[src/bsw_pkg.sv]
// constants, types and register map of the dual bus switch block
package bsw_pkg;

	// ==========================================
	// station numbers and message kinds
	localparam logic [4:0] STN_RED_LO    = 5'h1E;  // station 30
	localparam logic [4:0] STN_RED_HI    = 5'h1F;  // station 31
	localparam logic [4:0] CTRL_STN_RST  = 5'h1F;
	localparam logic [1:0] KIND_FAULT    = 2'h1;
	localparam logic [1:0] KIND_CFG      = 2'h2;
	localparam logic [1:0] REQ_DIAG      = 2'h1;
	localparam logic [1:0] REQ_BLOCK     = 2'h2;

	// ==========================================
	// register offsets (byte addresses)
	localparam logic [7:0] OFS_CTRL      = 8'h00;
	localparam logic [7:0] OFS_LOSS      = 8'h04;
	localparam logic [7:0] OFS_STATUS    = 8'h08;
	localparam logic [7:0] OFS_DIAG      = 8'h0C;
	localparam logic [7:0] OFS_OUTS      = 8'h10;
	localparam logic [7:0] OFS_EXTADDR   = 8'h14;
	localparam logic [7:0] OFS_EXTDATA   = 8'h18;

	// ==========================================
	// control field positions and reset values
	localparam int CTRL_RED_BIT          = 0;
	localparam int CTRL_DRV_BIT          = 1;
	localparam int CTRL_PRES_BIT         = 2;
	localparam int CTRL_COMBO_BIT        = 3;
	localparam int CTRL_EXT_BIT          = 4;
	localparam int CTRL_STN_LSB          = 8;
	localparam logic [31:0] CTRL_RST     = {19'h0, CTRL_STN_RST, 8'h00};
	localparam logic [7:0] LOSS_RST      = 8'h03;
	localparam logic [7:0] GRACE_RST     = 8'h19;

	// ==========================================
	// changeover timing, in milliseconds and scans
	localparam int CHANGE_MS             = 1000;
	localparam int SCAN_MAX_MS           = 40;
	localparam logic [7:0] LOSS_MAX      = 8'(CHANGE_MS / SCAN_MAX_MS - 1);

	// ==========================================
	// carriers
	typedef struct packed {
		logic       valid;
		logic [1:0] kind;
		logic [4:0] dest;
	} bsw_notice_t;

	typedef struct packed {
		logic       valid;
		logic [1:0] kind;
		logic [4:0] src;
	} bsw_req_t;

	typedef struct packed {
		logic        valid;
		logic        last;
		logic [4:0]  dest;
		logic [15:0] data;
	} bsw_resp_t;

	typedef enum logic [1:0] {SW_ON, SW_PROBE, SW_WAIT} bsw_sw_state_t;
	typedef enum logic [1:0] {N_IDLE, N_SEND} bsw_ntc_state_t;
	typedef enum logic [1:0] {R_IDLE, R_DIAG, R_FETCH, R_BLK} bsw_rsp_state_t;

endpackage

[src/bsw_ext_mem.sv]
// small memory for the extended data set, registered read port
module bsw_ext_mem
	import bsw_pkg::*;
#(
	parameter int WIDTH = 16,
	parameter int DEPTH = 16,
	parameter int AW    = $clog2(DEPTH)
)
(
	// clock and reset
	input  wire logic             pclk,
	input  wire logic             presetn,
	// write port
	input  wire logic             wr_en,
	input  wire logic [AW-1:0]    wr_addr,
	input  wire logic [WIDTH-1:0] wr_data,
	// read port
	input  wire logic [AW-1:0]    rd_addr,
	output logic      [WIDTH-1:0] rd_data
);

	logic [WIDTH-1:0] mem [DEPTH];

	initial
	begin
		if (DEPTH < 2) $error("bsw_ext_mem: depth too small");
	end

	// storage, no reset on the array
	always_ff @(posedge pclk)
	begin
		if (wr_en)
			mem[wr_addr] <= wr_data;
	end

	// registered read data
	always_ff @(posedge pclk or negedge presetn)
	begin
		if (!presetn)
			rd_data <= '0;
		else
			rd_data <= mem[rd_addr];
	end

endmodule

[src/bsw_scan_timer.sv]
// counts bus scans since the last clear, a valid controller message or a bus switch restart
module bsw_scan_timer
	import bsw_pkg::*;
(
	// clock and reset
	input  wire logic       pclk,
	input  wire logic       presetn,
	// events
	input  wire logic       scan_tick,
	input  wire logic       clear,
	// scans counted, saturating
	output logic      [7:0] count
);

	// restart on clear, count scans otherwise
	always_ff @(posedge pclk or negedge presetn)
	begin
		if (!presetn)
			count <= 8'h00;
		else if (clear)
			count <= 8'h00;
		else if (scan_tick && count != 8'hFF)
			count <= count + 8'h01;
	end

endmodule

[src/bsw_top.sv]
// dual bus switch driver, fault notices and data broadcast
// ==========================================
//
// Added by the designer: the APB interface to the registers and the register addresses.
module bsw_top
	import bsw_pkg::*;
#(
	parameter int NCKT    = 16,
	parameter int SW_CKT  = 0,
	parameter int EXT_LEN = 16
)
(
	// clock and reset
	input  wire logic            pclk,
	input  wire logic            presetn,
	// apb slave
	input  wire logic            psel,
	input  wire logic            penable,
	input  wire logic            pwrite,
	input  wire logic [7:0]      paddr,
	input  wire logic [31:0]     pwdata,
	output logic      [31:0]     prdata,
	output logic                 pready,
	output logic                 pslverr,
	// bus side events, same clock
	input  wire logic            scan_tick,
	input  wire logic            ctrl_msg_valid,
	input  wire logic            switch_request_message,
	input  wire logic            fault_event,
	input  wire logic            cfg_change_event,
	input  wire logic            monitor_assign_valid,
	input  wire logic [4:0]      monitor_assign_stn,
	// handheld terminal, same clock
	input  wire logic            handheld_terminal_switch,
	input  wire logic            handheld_terminal_force,
	input  wire logic            handheld_terminal_force_val,
	// field pins, asynchronous
	input  wire logic [NCKT-1:0] in_pins,
	input  wire logic [NCKT-1:0] fb_pins,
	// notices to the bus
	output bsw_notice_t          notice,
	input  wire logic            notice_ready,
	// read requests and answers
	input  bsw_req_t             req,
	output bsw_resp_t            resp,
	input  wire logic            resp_ready,
	// broadcast of inputs
	output logic                 bcast_valid,
	output logic      [NCKT-1:0] bcast_data,
	// field outputs
	output logic      [NCKT-1:0] out_circuits,
	output logic                 bus_switch_unit_drive,
	output logic                 bus_switch_unit_led,
	output logic                 outputs_defaulted
);

	localparam int EAW = $clog2(EXT_LEN);

	initial
	begin
		if (NCKT < 1 || NCKT > 32) $error("bsw_top: NCKT out of range");
		if (SW_CKT < 0 || SW_CKT >= NCKT) $error("bsw_top: SW_CKT out of range");
		if (EXT_LEN < 2 || EXT_LEN > 256) $error("bsw_top: EXT_LEN out of range");
	end

	// ==========================================
	// copy selection helpers
	function automatic logic [1:0] next_copy(input logic [1:0] cur, input logic red,
		input logic mon);
		if (cur == 2'd0 && red)
			next_copy = 2'd1;
		else if (cur != 2'd2 && mon)
			next_copy = 2'd2;
		else
			next_copy = 2'd3;
	endfunction

	function automatic logic [4:0] copy_dest(input logic [1:0] idx, input logic red,
		input logic [4:0] ctl, input logic [4:0] mon);
		case (idx)
			2'd0:    copy_dest = red ? STN_RED_LO : ctl;
			2'd1:    copy_dest = STN_RED_HI;
			default: copy_dest = mon;
		endcase
	endfunction

	// ==========================================
	// registers
	logic [31:0]     ctrl_reg;
	logic [7:0]      loss_reg;
	logic [7:0]      grace_reg;
	logic [15:0]     diag_reg;
	logic [NCKT-1:0] outs_reg;
	logic [EAW-1:0]  extaddr_reg;
	logic            mon_valid_reg;
	logic [4:0]      mon_stn_reg;
	logic            bus_b_reg;
	bsw_sw_state_t   sw_state_reg;
	logic            pend_fault_reg;
	logic            pend_cfg_reg;
	bsw_ntc_state_t  ntc_state_reg;
	logic [1:0]      copy_reg;
	bsw_rsp_state_t  rsp_state_reg;
	logic [EAW-1:0]  word_reg;
	logic [NCKT-1:0] in_s1_reg;
	logic [NCKT-1:0] in_s2_reg;
	logic [NCKT-1:0] fb_s1_reg;
	logic [NCKT-1:0] fb_s2_reg;

	logic            cfg_red;
	logic            cfg_drv;
	logic            cfg_pres;
	logic            cfg_combo;
	logic            cfg_ext;
	logic [4:0]      cfg_stn;
	logic [7:0]      loss_lim;
	logic [7:0]      scan_count;
	logic            lost;
	logic            sw_cmd;
	logic            sw_restart;
	logic            take_fault;
	logic            take_cfg;
	logic            apb_wr;
	logic            mem_wr;
	logic [15:0]     mem_rdata;
	logic [EAW-1:0]  word_next;
	logic            sw_level;

	assign cfg_red   = ctrl_reg[CTRL_RED_BIT];
	assign cfg_drv   = ctrl_reg[CTRL_DRV_BIT];
	assign cfg_pres  = ctrl_reg[CTRL_PRES_BIT];
	assign cfg_combo = ctrl_reg[CTRL_COMBO_BIT];
	assign cfg_ext   = ctrl_reg[CTRL_EXT_BIT];
	assign cfg_stn   = ctrl_reg[CTRL_STN_LSB +: 5];

	// ==========================================
	// apb slave, one wait state, write on the pready edge
	assign apb_wr = psel && penable && pready && pwrite;
	assign mem_wr = apb_wr && paddr == OFS_EXTDATA;

	always_ff @(posedge pclk or negedge presetn)
	begin
		if (!presetn)
		begin
			pready  <= 1'b0;
			pslverr <= 1'b0;
			prdata  <= 32'h0000_0000;
		end
		else if (psel && penable && !pready)
		begin
			pready  <= 1'b1;
			pslverr <= 1'b0;
			prdata  <= 32'h0000_0000;
			case (paddr)
				OFS_CTRL:    prdata <= ctrl_reg;
				OFS_LOSS:    prdata <= {16'h0000, grace_reg, loss_reg};
				OFS_STATUS:  prdata <= {18'h0, mon_stn_reg, mon_valid_reg,
					pend_cfg_reg, pend_fault_reg, 4'(sw_state_reg), lost, bus_b_reg};
				OFS_DIAG:    prdata <= {16'h0000, diag_reg};
				OFS_OUTS:    prdata <= 32'(outs_reg);
				OFS_EXTADDR: prdata <= 32'(extaddr_reg);
				OFS_EXTDATA: prdata <= 32'h0000_0000;
				default:     pslverr <= 1'b1;
			endcase
		end
		else
		begin
			pready  <= 1'b0;
			pslverr <= 1'b0;
		end
	end

	// software written configuration
	always_ff @(posedge pclk or negedge presetn)
	begin
		if (!presetn)
		begin
			ctrl_reg    <= CTRL_RST;
			loss_reg    <= LOSS_RST;
			grace_reg   <= GRACE_RST;
			diag_reg    <= 16'h0000;
			outs_reg    <= '0;
			extaddr_reg <= '0;
		end
		else if (apb_wr)
		begin
			case (paddr)
				OFS_CTRL:    ctrl_reg <= pwdata & 32'h0000_1F1F;
				OFS_LOSS:
				begin
					loss_reg  <= pwdata[7:0];
					grace_reg <= pwdata[15:8];
				end
				OFS_DIAG:    diag_reg <= pwdata[15:0];
				OFS_OUTS:    outs_reg <= pwdata[NCKT-1:0];
				OFS_EXTADDR: extaddr_reg <= pwdata[EAW-1:0];
				OFS_EXTDATA: extaddr_reg <= extaddr_reg + 1'b1;  // auto increment
				default:     ;
			endcase
		end
	end

	// ==========================================
	// loss of communication detection
	always_comb
	begin
		loss_lim = loss_reg;
		if (loss_reg > LOSS_MAX)
			loss_lim = LOSS_MAX;
		if (loss_reg == 8'h00)
			loss_lim = 8'h01;
	end

	assign lost = scan_count >= loss_lim;

	bsw_scan_timer u_timer
	(
		.pclk      (pclk),
		.presetn   (presetn),
		.scan_tick (scan_tick),
		.clear     (ctrl_msg_valid || sw_restart),
		.count     (scan_count)
	);

	// ==========================================
	// bus switch state machine
	assign sw_cmd = switch_request_message || handheld_terminal_switch;

	always_comb
	begin
		sw_restart = 1'b0;
		case (sw_state_reg)
			SW_ON:    sw_restart = cfg_drv && (lost || sw_cmd);
			SW_PROBE: sw_restart = cfg_drv && handheld_terminal_switch;
			SW_WAIT:  sw_restart = 1'b0;
			default:  sw_restart = 1'b0;
		endcase
	end

	always_ff @(posedge pclk or negedge presetn)
	begin
		if (!presetn)
		begin
			sw_state_reg <= SW_ON;
			bus_b_reg    <= 1'b0;                             // bus A after power up
		end
		else
		begin
			if (sw_restart)
				bus_b_reg <= !bus_b_reg;
			case (sw_state_reg)
				SW_ON:
					if (sw_restart)
						sw_state_reg <= SW_PROBE;
				SW_PROBE:
					if (ctrl_msg_valid && !sw_restart)
						sw_state_reg <= SW_ON;
					else if (lost && !sw_restart)
						sw_state_reg <= SW_WAIT;
				SW_WAIT:
					if (ctrl_msg_valid)
						sw_state_reg <= SW_ON;
				default:
					sw_state_reg <= SW_ON;
			endcase
		end
	end

	// switch drive level, terminal force overrides
	assign sw_level = handheld_terminal_force ? handheld_terminal_force_val : bus_b_reg;

	// ==========================================
	// field outputs and switch drive
	always_ff @(posedge pclk or negedge presetn)
	begin
		if (!presetn)
		begin
			bus_switch_unit_drive <= 1'b0;
			bus_switch_unit_led   <= 1'b0;
			outputs_defaulted     <= 1'b0;
		end
		else
		begin
			bus_switch_unit_drive <= cfg_drv && sw_level;
			bus_switch_unit_led   <= cfg_drv && sw_level;
			// defaulting waits out the grace scans of a switch
			outputs_defaulted     <= cfg_pres
				? {1'b0, scan_count} >= 9'(loss_lim) + 9'(grace_reg)
				: lost;
		end
	end

	genvar gi;
	generate
		for (gi = 0; gi < NCKT; gi++)
		begin : g_ckt
			always_ff @(posedge pclk or negedge presetn)
			begin
				if (!presetn)
					out_circuits[gi] <= 1'b0;
				else if (cfg_drv && gi == SW_CKT)
					out_circuits[gi] <= sw_level;
				else
					out_circuits[gi] <= outs_reg[gi];
			end
		end
	endgenerate

	// ==========================================
	// pin synchronisers and broadcast
	always_ff @(posedge pclk or negedge presetn)
	begin
		if (!presetn)
		begin
			in_s1_reg <= '0;
			in_s2_reg <= '0;
			fb_s1_reg <= '0;
			fb_s2_reg <= '0;
		end
		else
		begin
			in_s1_reg <= in_pins;
			in_s2_reg <= in_s1_reg;
			fb_s1_reg <= fb_pins;
			fb_s2_reg <= fb_s1_reg;
		end
	end

	always_ff @(posedge pclk or negedge presetn)
	begin
		if (!presetn)
		begin
			bcast_valid <= 1'b0;
			bcast_data  <= '0;
		end
		else
		begin
			bcast_valid <= scan_tick;
			if (scan_tick)
				bcast_data <= cfg_combo ? fb_s2_reg : in_s2_reg;
		end
	end

	// ==========================================
	// monitor assignment
	always_ff @(posedge pclk or negedge presetn)
	begin
		if (!presetn)
		begin
			mon_valid_reg <= 1'b0;
			mon_stn_reg   <= 5'h00;
		end
		else if (monitor_assign_valid)
		begin
			mon_valid_reg <= 1'b1;
			mon_stn_reg   <= monitor_assign_stn;
		end
	end

	// ==========================================
	// notice pending flags, a new event wins over the clear
	assign take_fault = ntc_state_reg == N_IDLE && pend_fault_reg;
	assign take_cfg   = ntc_state_reg == N_IDLE && !pend_fault_reg && pend_cfg_reg;

	always_ff @(posedge pclk or negedge presetn)
	begin
		if (!presetn)
		begin
			pend_fault_reg <= 1'b0;
			pend_cfg_reg   <= 1'b0;
		end
		else
		begin
			pend_fault_reg <= (pend_fault_reg && !take_fault) || fault_event;
			pend_cfg_reg   <= (pend_cfg_reg && !take_cfg) || cfg_change_event;
		end
	end

	// notice dispatch, one copy per destination
	always_ff @(posedge pclk or negedge presetn)
	begin
		if (!presetn)
		begin
			ntc_state_reg <= N_IDLE;
			copy_reg      <= 2'd0;
			notice        <= '0;
		end
		else
		begin
			case (ntc_state_reg)
				N_IDLE:
					if (take_fault || take_cfg)
					begin
						ntc_state_reg <= N_SEND;
						copy_reg      <= 2'd0;
						notice.valid  <= 1'b1;
						notice.kind   <= take_fault ? KIND_FAULT : KIND_CFG;
						notice.dest   <= copy_dest(2'd0, cfg_red, cfg_stn, mon_stn_reg);
					end
				N_SEND:
					if (notice_ready)
					begin
						if (next_copy(copy_reg, cfg_red, mon_valid_reg) == 2'd3)
						begin
							ntc_state_reg <= N_IDLE;
							notice.valid  <= 1'b0;
						end
						else
						begin
							copy_reg    <= next_copy(copy_reg, cfg_red, mon_valid_reg);
							notice.dest <= copy_dest(next_copy(copy_reg, cfg_red,
								mon_valid_reg), cfg_red, cfg_stn, mon_stn_reg);
						end
					end
				default:
					ntc_state_reg <= N_IDLE;
			endcase
		end
	end

	// ==========================================
	// read request answers
	bsw_ext_mem #(.WIDTH(16), .DEPTH(EXT_LEN)) u_mem
	(
		.pclk    (pclk),
		.presetn (presetn),
		.wr_en   (mem_wr),
		.wr_addr (extaddr_reg),
		.wr_data (pwdata[15:0]),
		.rd_addr (word_next),
		.rd_data (mem_rdata)
	);

	// fetch address runs one step ahead of the registered read port
	always_comb
	begin
		word_next = word_reg;
		if (rsp_state_reg == R_IDLE)
			word_next = '0;
		else if (rsp_state_reg == R_BLK && resp_ready)
			word_next = word_reg + 1'b1;
	end

	always_ff @(posedge pclk or negedge presetn)
	begin
		if (!presetn)
		begin
			rsp_state_reg <= R_IDLE;
			word_reg      <= '0;
			resp          <= '0;
		end
		else
		begin
			case (rsp_state_reg)
				R_IDLE:
					if (req.valid && req.kind == REQ_DIAG)
					begin
						rsp_state_reg <= R_DIAG;
						resp          <= {1'b1, 1'b1, req.src, diag_reg};
					end
					else if (req.valid && req.kind == REQ_BLOCK && cfg_ext)
					begin
						rsp_state_reg <= R_FETCH;
						resp.dest     <= req.src;
						word_reg      <= '0;
					end
				R_DIAG:
					if (resp_ready)
					begin
						rsp_state_reg <= R_IDLE;
						resp.valid    <= 1'b0;
					end
				R_FETCH:
				begin
					rsp_state_reg <= R_BLK;
					resp.valid    <= 1'b1;
					resp.data     <= mem_rdata;
					resp.last     <= word_reg == EAW'(EXT_LEN - 1);
				end
				R_BLK:
					if (resp_ready)
					begin
						resp.valid <= 1'b0;
						if (resp.last)
							rsp_state_reg <= R_IDLE;
						else
						begin
							rsp_state_reg <= R_FETCH;
							word_reg      <= word_reg + 1'b1;
						end
					end
				default:
					rsp_state_reg <= R_IDLE;
			endcase
		end
	end

endmodule

[config.mk]
export PLATFORM = sky130hd
export DESIGN_NAME = bsw_top
export DESIGN_NICKNAME = d
export VERILOG_FILES = /design/src/bsw_pkg.sv /design/src/bsw_ext_mem.sv /design/src/bsw_scan_timer.sv /design/src/bsw_top.sv
export SDC_FILE = /design/constraint.sdc
export NUM_CORES = 1
export LEC_CHECK = 0
export ABC_AREA = 1
export ABC_CLOCK_PERIOD_IN_PS = 3000
export BUFFER_PORTS_ARGS = -buffer_cell sky130_fd_sc_hd__buf_4
export CAP_MARGIN = 20
export CORE_ASPECT_RATIO = 1.75
export CORE_UTILIZATION = 30
export DETAILED_ROUTE_END_ITERATION = 10
export PLACE_DENSITY = 0.54
export SLEW_MARGIN = 5
export SYNTH_ARGS = -nofsm -noshare
export SYNTH_HDL_FRONTEND = slang
export SYNTH_SLANG_ARGS = --single-unit
export TNS_END_PERCENT = 100
[constraint.sdc]
create_clock -name pclk -period 3 [get_ports pclk]
set_input_delay 0.15 -clock pclk [delete_from_list [all_inputs] [get_ports pclk]]
set_output_delay 0.15 -clock pclk [all_outputs]
set_load 0.005 [all_outputs]
==> out/results.md <==
| Quantity | Reported |
| --- | --- |
| Status | finished, violations left |
| Failing checks | negative setup slack |
| Core area | 0.0678 sq mm |
| Unique cell type count in the Yosys netlist | 50 |
| Maximum number of pins on one net before global-route repair | 100 |
| Ys Warns | 0 |
| Commonest cells in the netlist | 320 x sky130_fd_sc_hd__nand2_1, 263 x sky130_fd_sc_hd__o21ai_0, 256 x sky130_fd_sc_hd__edfxtp_1 |
| Final worst clock skew | 0.0227 ns |
| Clock root cell | sky130_fd_sc_hd__clkbuf_16 |
| Via count of the first global-routing pass | 14700 |
| Leakage Power | 10.4 nW |
| Setup slack of the worst register-to-register path | -0.08 ns |
| Synth Area in Compound Gates | 0.136 |
| Part of the total power dissipated in sequential elements | 0.520 |
| Share of synthesized registers carrying an async set or reset | 0.498 |
| Largest register FFs | 256 |
| Crit path largest cell delay | 0.38 ns |
| Part of the Yosys area used for sequential elements | 0.681 |
| Cell accounting for the most synthesized area | sky130_fd_sc_hd__edfxtp_1 |
| Initial antenna violation count | 0 |
| Number of cells produced by synthesis | 1811 |
| Number of buffers and inverters on the critical path | 3 |
| Pin slew with the least headroom to its limit | 0.883 ns |
| Chip width | 200 um |
| Arrival time of the worst setup path | 3.55 ns |
| DRT Pass-1 Iters | 5 |
| Total net switching power | 0.00365 W |
| Clock transition at the registers of the reported paths | 0.06 ns |
| Final setup violation count | 1 |
| Sw Share | 0.242 |
| Post-synthesis adder-cell area fraction | 0.0192 |
| CTS tree | yes |
| Rows | 126 |
| Class of the worst hold path | in2reg |
| Global-route wire length before repair | 88800 um |
| Crit path max-delay family | simple AND/OR/NAND/NOR gates |
| Post-layout min period | 3.08 ns |
| Most Frequent Cell on Critical Path | sky130_fd_sc_hd__nand2_1 |
| Post-route core utilization | 0.381 |
| RSZ-0062 raised after global routing | true |
| Number of synthesized flops with an enable pin | 256 |
| Post-Synth XOR/XNOR Area | 0.00637 |
| Mean instance size in the synthesized netlist | 11.4 sq um |
| Global placement routability congestion | 0.861 |
| Register name with the most flops | u_mem.mem |
| Number of vias after detailed routing | 14600 |
| Cell with the largest stage delay on the worst path | sky130_fd_sc_hd__dfrtp_1 |
| Final HPWL from detailed placement | 38200 um |
| Total standard cell area after synthesis | 0.0206 sq mm |
| Cell-by-cell listing of the critical path | nor3_2, buf_4, inv_4, a31oi_4, inv_2, nor2_4, ha_4, a21oi_2, nand2_1, a21o_1, nand2_1, nand2_1, nand2_1, nand2_1, a21oi_2, xor2_1, ha_1, nand4_1, nand3b_1, o211ai_1, nand2_1 |
| Worst Setup Start Kind | flop |
| Pwr dens | 586 mW/mm^2 |
| Syn-to-layout area delta | 25.1% |
| Clk network pwr share | 0.386 |
| Largest cells by area after synthesis | sky130_fd_sc_hd__edfxtp_1 37%, sky130_fd_sc_hd__dfrtp_1 30%, sky130_fd_sc_hd__o21ai_0 6.4% |
| DIE HEIGHT | 349 um |
| Routed wire per std cell | 19.2 um |
| Number of port buffers | 169 |
| Maximum clock insertion buffer count | 3 |
| Clock latency reported for the late side of the worst-skew pair | 0.59 ns |
| Fraction of layout cells with a size suffix above 1 | 0.179 |
| CTS H-Tree Depth | 2 |
| Combinational family with the most area after synthesis | compound AO/OA/AOI/OAI gates |
| Total I/O pin count | 202 |
| Max Fanout on Critical Path | 3 |
| Largest vdd supply drop | 0.000391 V |
| Post-placement worst setup slack | -0.235 ns |
| Synth Area in Simple Gates | 0.0974 |
| Fmax | 0.324 GHz |
| Number of nets at the end of the flow | 2243 |
| Headroom to the max-slew limit | 0.411 |
| First DRT Iteration DRCs | 882 |
| GRT overflow | 0 |
| Final Hold Fails | 0 |
| Multiplexer fraction of the synthesized cell area | 0.00273 |
| Final period utilization | 1.03 |
| Ys flop type | sky130_fd_sc_hd__edfxtp_1 |
| Worst setup EP type | flop |
| ANT cells | 0 |
| Worst Path Class, Setup | reg2reg |
| Number of filler instances in the final layout | 6569 |
| Comb power frac | 0.095 |
| Post-detailed-route DRC marker count | 0 |
| Required time at the worst-slack endpoint | 3.47 ns |
| Detailed-route vias per instance | 4.78 |
| Number of buffers added by the clock tree synthesis step | 45 |
| Largest registers | u_mem.mem: 256 flops, resp: 23 flops |
| ANT nets after route | 0 |
| Flops & latches, synth | 510 |
| Routed Wire Length | 58400 um |
| Global routing usage summed across all routing layers | 0.166 |
| Max-cap violations | 0 |
| Die area | 0.0699 sq mm |
| Synth top area share | 0.373 |
| Initial core utilization | 0.304 |
| Final WS setup | -0.0826 ns |
| Cell Int Power | 0.0115 W |
| Number of pins with negative max-slew slack in the final report | 0 |
| Number of clock sinks | 510 |
| Most common cell in the netlist | sky130_fd_sc_hd__nand2_1 |
-- power groups by stage --
stage	clock network, W	registers, W	logic [W]
floorplan	0	0.00793	0.000618
global placement	0	0.00799	0.00130
detailed placement	0	0.00800	0.00133
CTS	0.00596	0.00786	0.00144
global route	0.00622	0.00789	0.00159
finish	0.00583	0.00786	0.00143
-- stage by stage --
step	hold WS, ns	cells	area, sq um	setup TNS, ns	total power, W
floorplan	-0.146	1831	20700	0	0.00855
global placement	0.214	2865	23300	-0.0875	0.00929
detailed placement	0.219	2865	23300	-0.235	0.00933
CTS	0.0120	3040	25700	-0.0681	0.0153
global route	0.0431	3043	25800	-0.359	0.0157
finish	0.0259	3043	25800	-0.0826	0.0151
-- cells in the final DEF (no fill, tap or decap), types with 18 or more instances in the layout --
cell and n:
sky130_fd_sc_hd__dfrtp_1 244, sky130_fd_sc_hd__inv_1 153, sky130_fd_sc_hd__edfxtp_1 256, sky130_fd_sc_hd__ha_1 28, sky130_fd_sc_hd__nor2_1 87, sky130_fd_sc_hd__conb_1 22
sky130_fd_sc_hd__o21ai_0 263, sky130_fd_sc_hd__dlygate4sd3_1 87, sky130_fd_sc_hd__a21oi_1 78, sky130_fd_sc_hd__o221ai_1 64, sky130_fd_sc_hd__buf_4 237, sky130_fd_sc_hd__clkbuf_1 18
sky130_fd_sc_hd__a31oi_1 23, sky130_fd_sc_hd__nand3_1 53, sky130_fd_sc_hd__clkbuf_16 45, sky130_fd_sc_hd__nand2_1 309
-- timing repair --
item | in CTS | in global routing
setup buffers | 5 | 3
pin swaps | 19 | 9
endpoints found under the setup margin | 1 | 10
gates resized for setup | 21 | 15
hold buffers | 87 | 0
endpoints found under the hold margin | 423 | 0
-- layout make-up --
type	instances	area (sq um)	share of cell area
Sequential cell	510	14100	0.545
Multi-Input combinational cell	1052	5640	0.219
Timing Repair Buffer	337	2910	0.113
Clock buffer	70	1290	0.0500
Tap cell	896	1120	0.0434
Inverter	165	622	0.0241
Clock inverter	13	175	0.00679
-- worst min-delay path, cell delays in order --
cell                       delay [ns]
sky130_fd_sc_hd__buf_4           0.12
sky130_fd_sc_hd__nand2_1         0.05
sky130_fd_sc_hd__or3_1           0.14
sky130_fd_sc_hd__o211ai_1        0.10
-- cells by family after synthesis --
family,count (synthesis)
AOI/OAI and AO/OA,481
xor gates and xnor gates,15
adders and majority gates,31
buffers and inverters,269
DFF,510
muxes,5
other,2
and+or+nand+nor,498
-- path summary, 6_finish.rpt --
check | to | depth (start not counted) | from
setup / recovery | outputs_defaulted$_DFF_PN0_ | 21 | loss_reg[6]$_DFFE_PN0P_
hold / removal | resp[21]$_DFFE_PN0P_ | 4 | req[7]
setup reg to reg | outputs_defaulted$_DFF_PN0_ | 21 | loss_reg[6]$_DFFE_PN0P_
hold reg to reg | in_s2_reg[13]$_DFF_PN0_ | 0 | in_s1_reg[13]$_DFF_PN0_
max in group asynchronous | out_circuits[9]$_DFF_PN0_ | 3 | presetn
min in group asynchronous | fb_s1_reg[12]$_DFF_PN0_ | 2 | presetn
-- routing by layer --
layer | share of wire | track usage | up-vias
met5 | 0 | 0 | -
met4 | 0.043 | 0.0785 | 0
met3 | 0.038 | 0.0191 | 126
met2 | 0.54 | 0.312 | 421
met1 | 0.38 | 0.185 | 7137
li1 | - | - | 6867
Note: power is estimated with default switching activity, not from simulation.
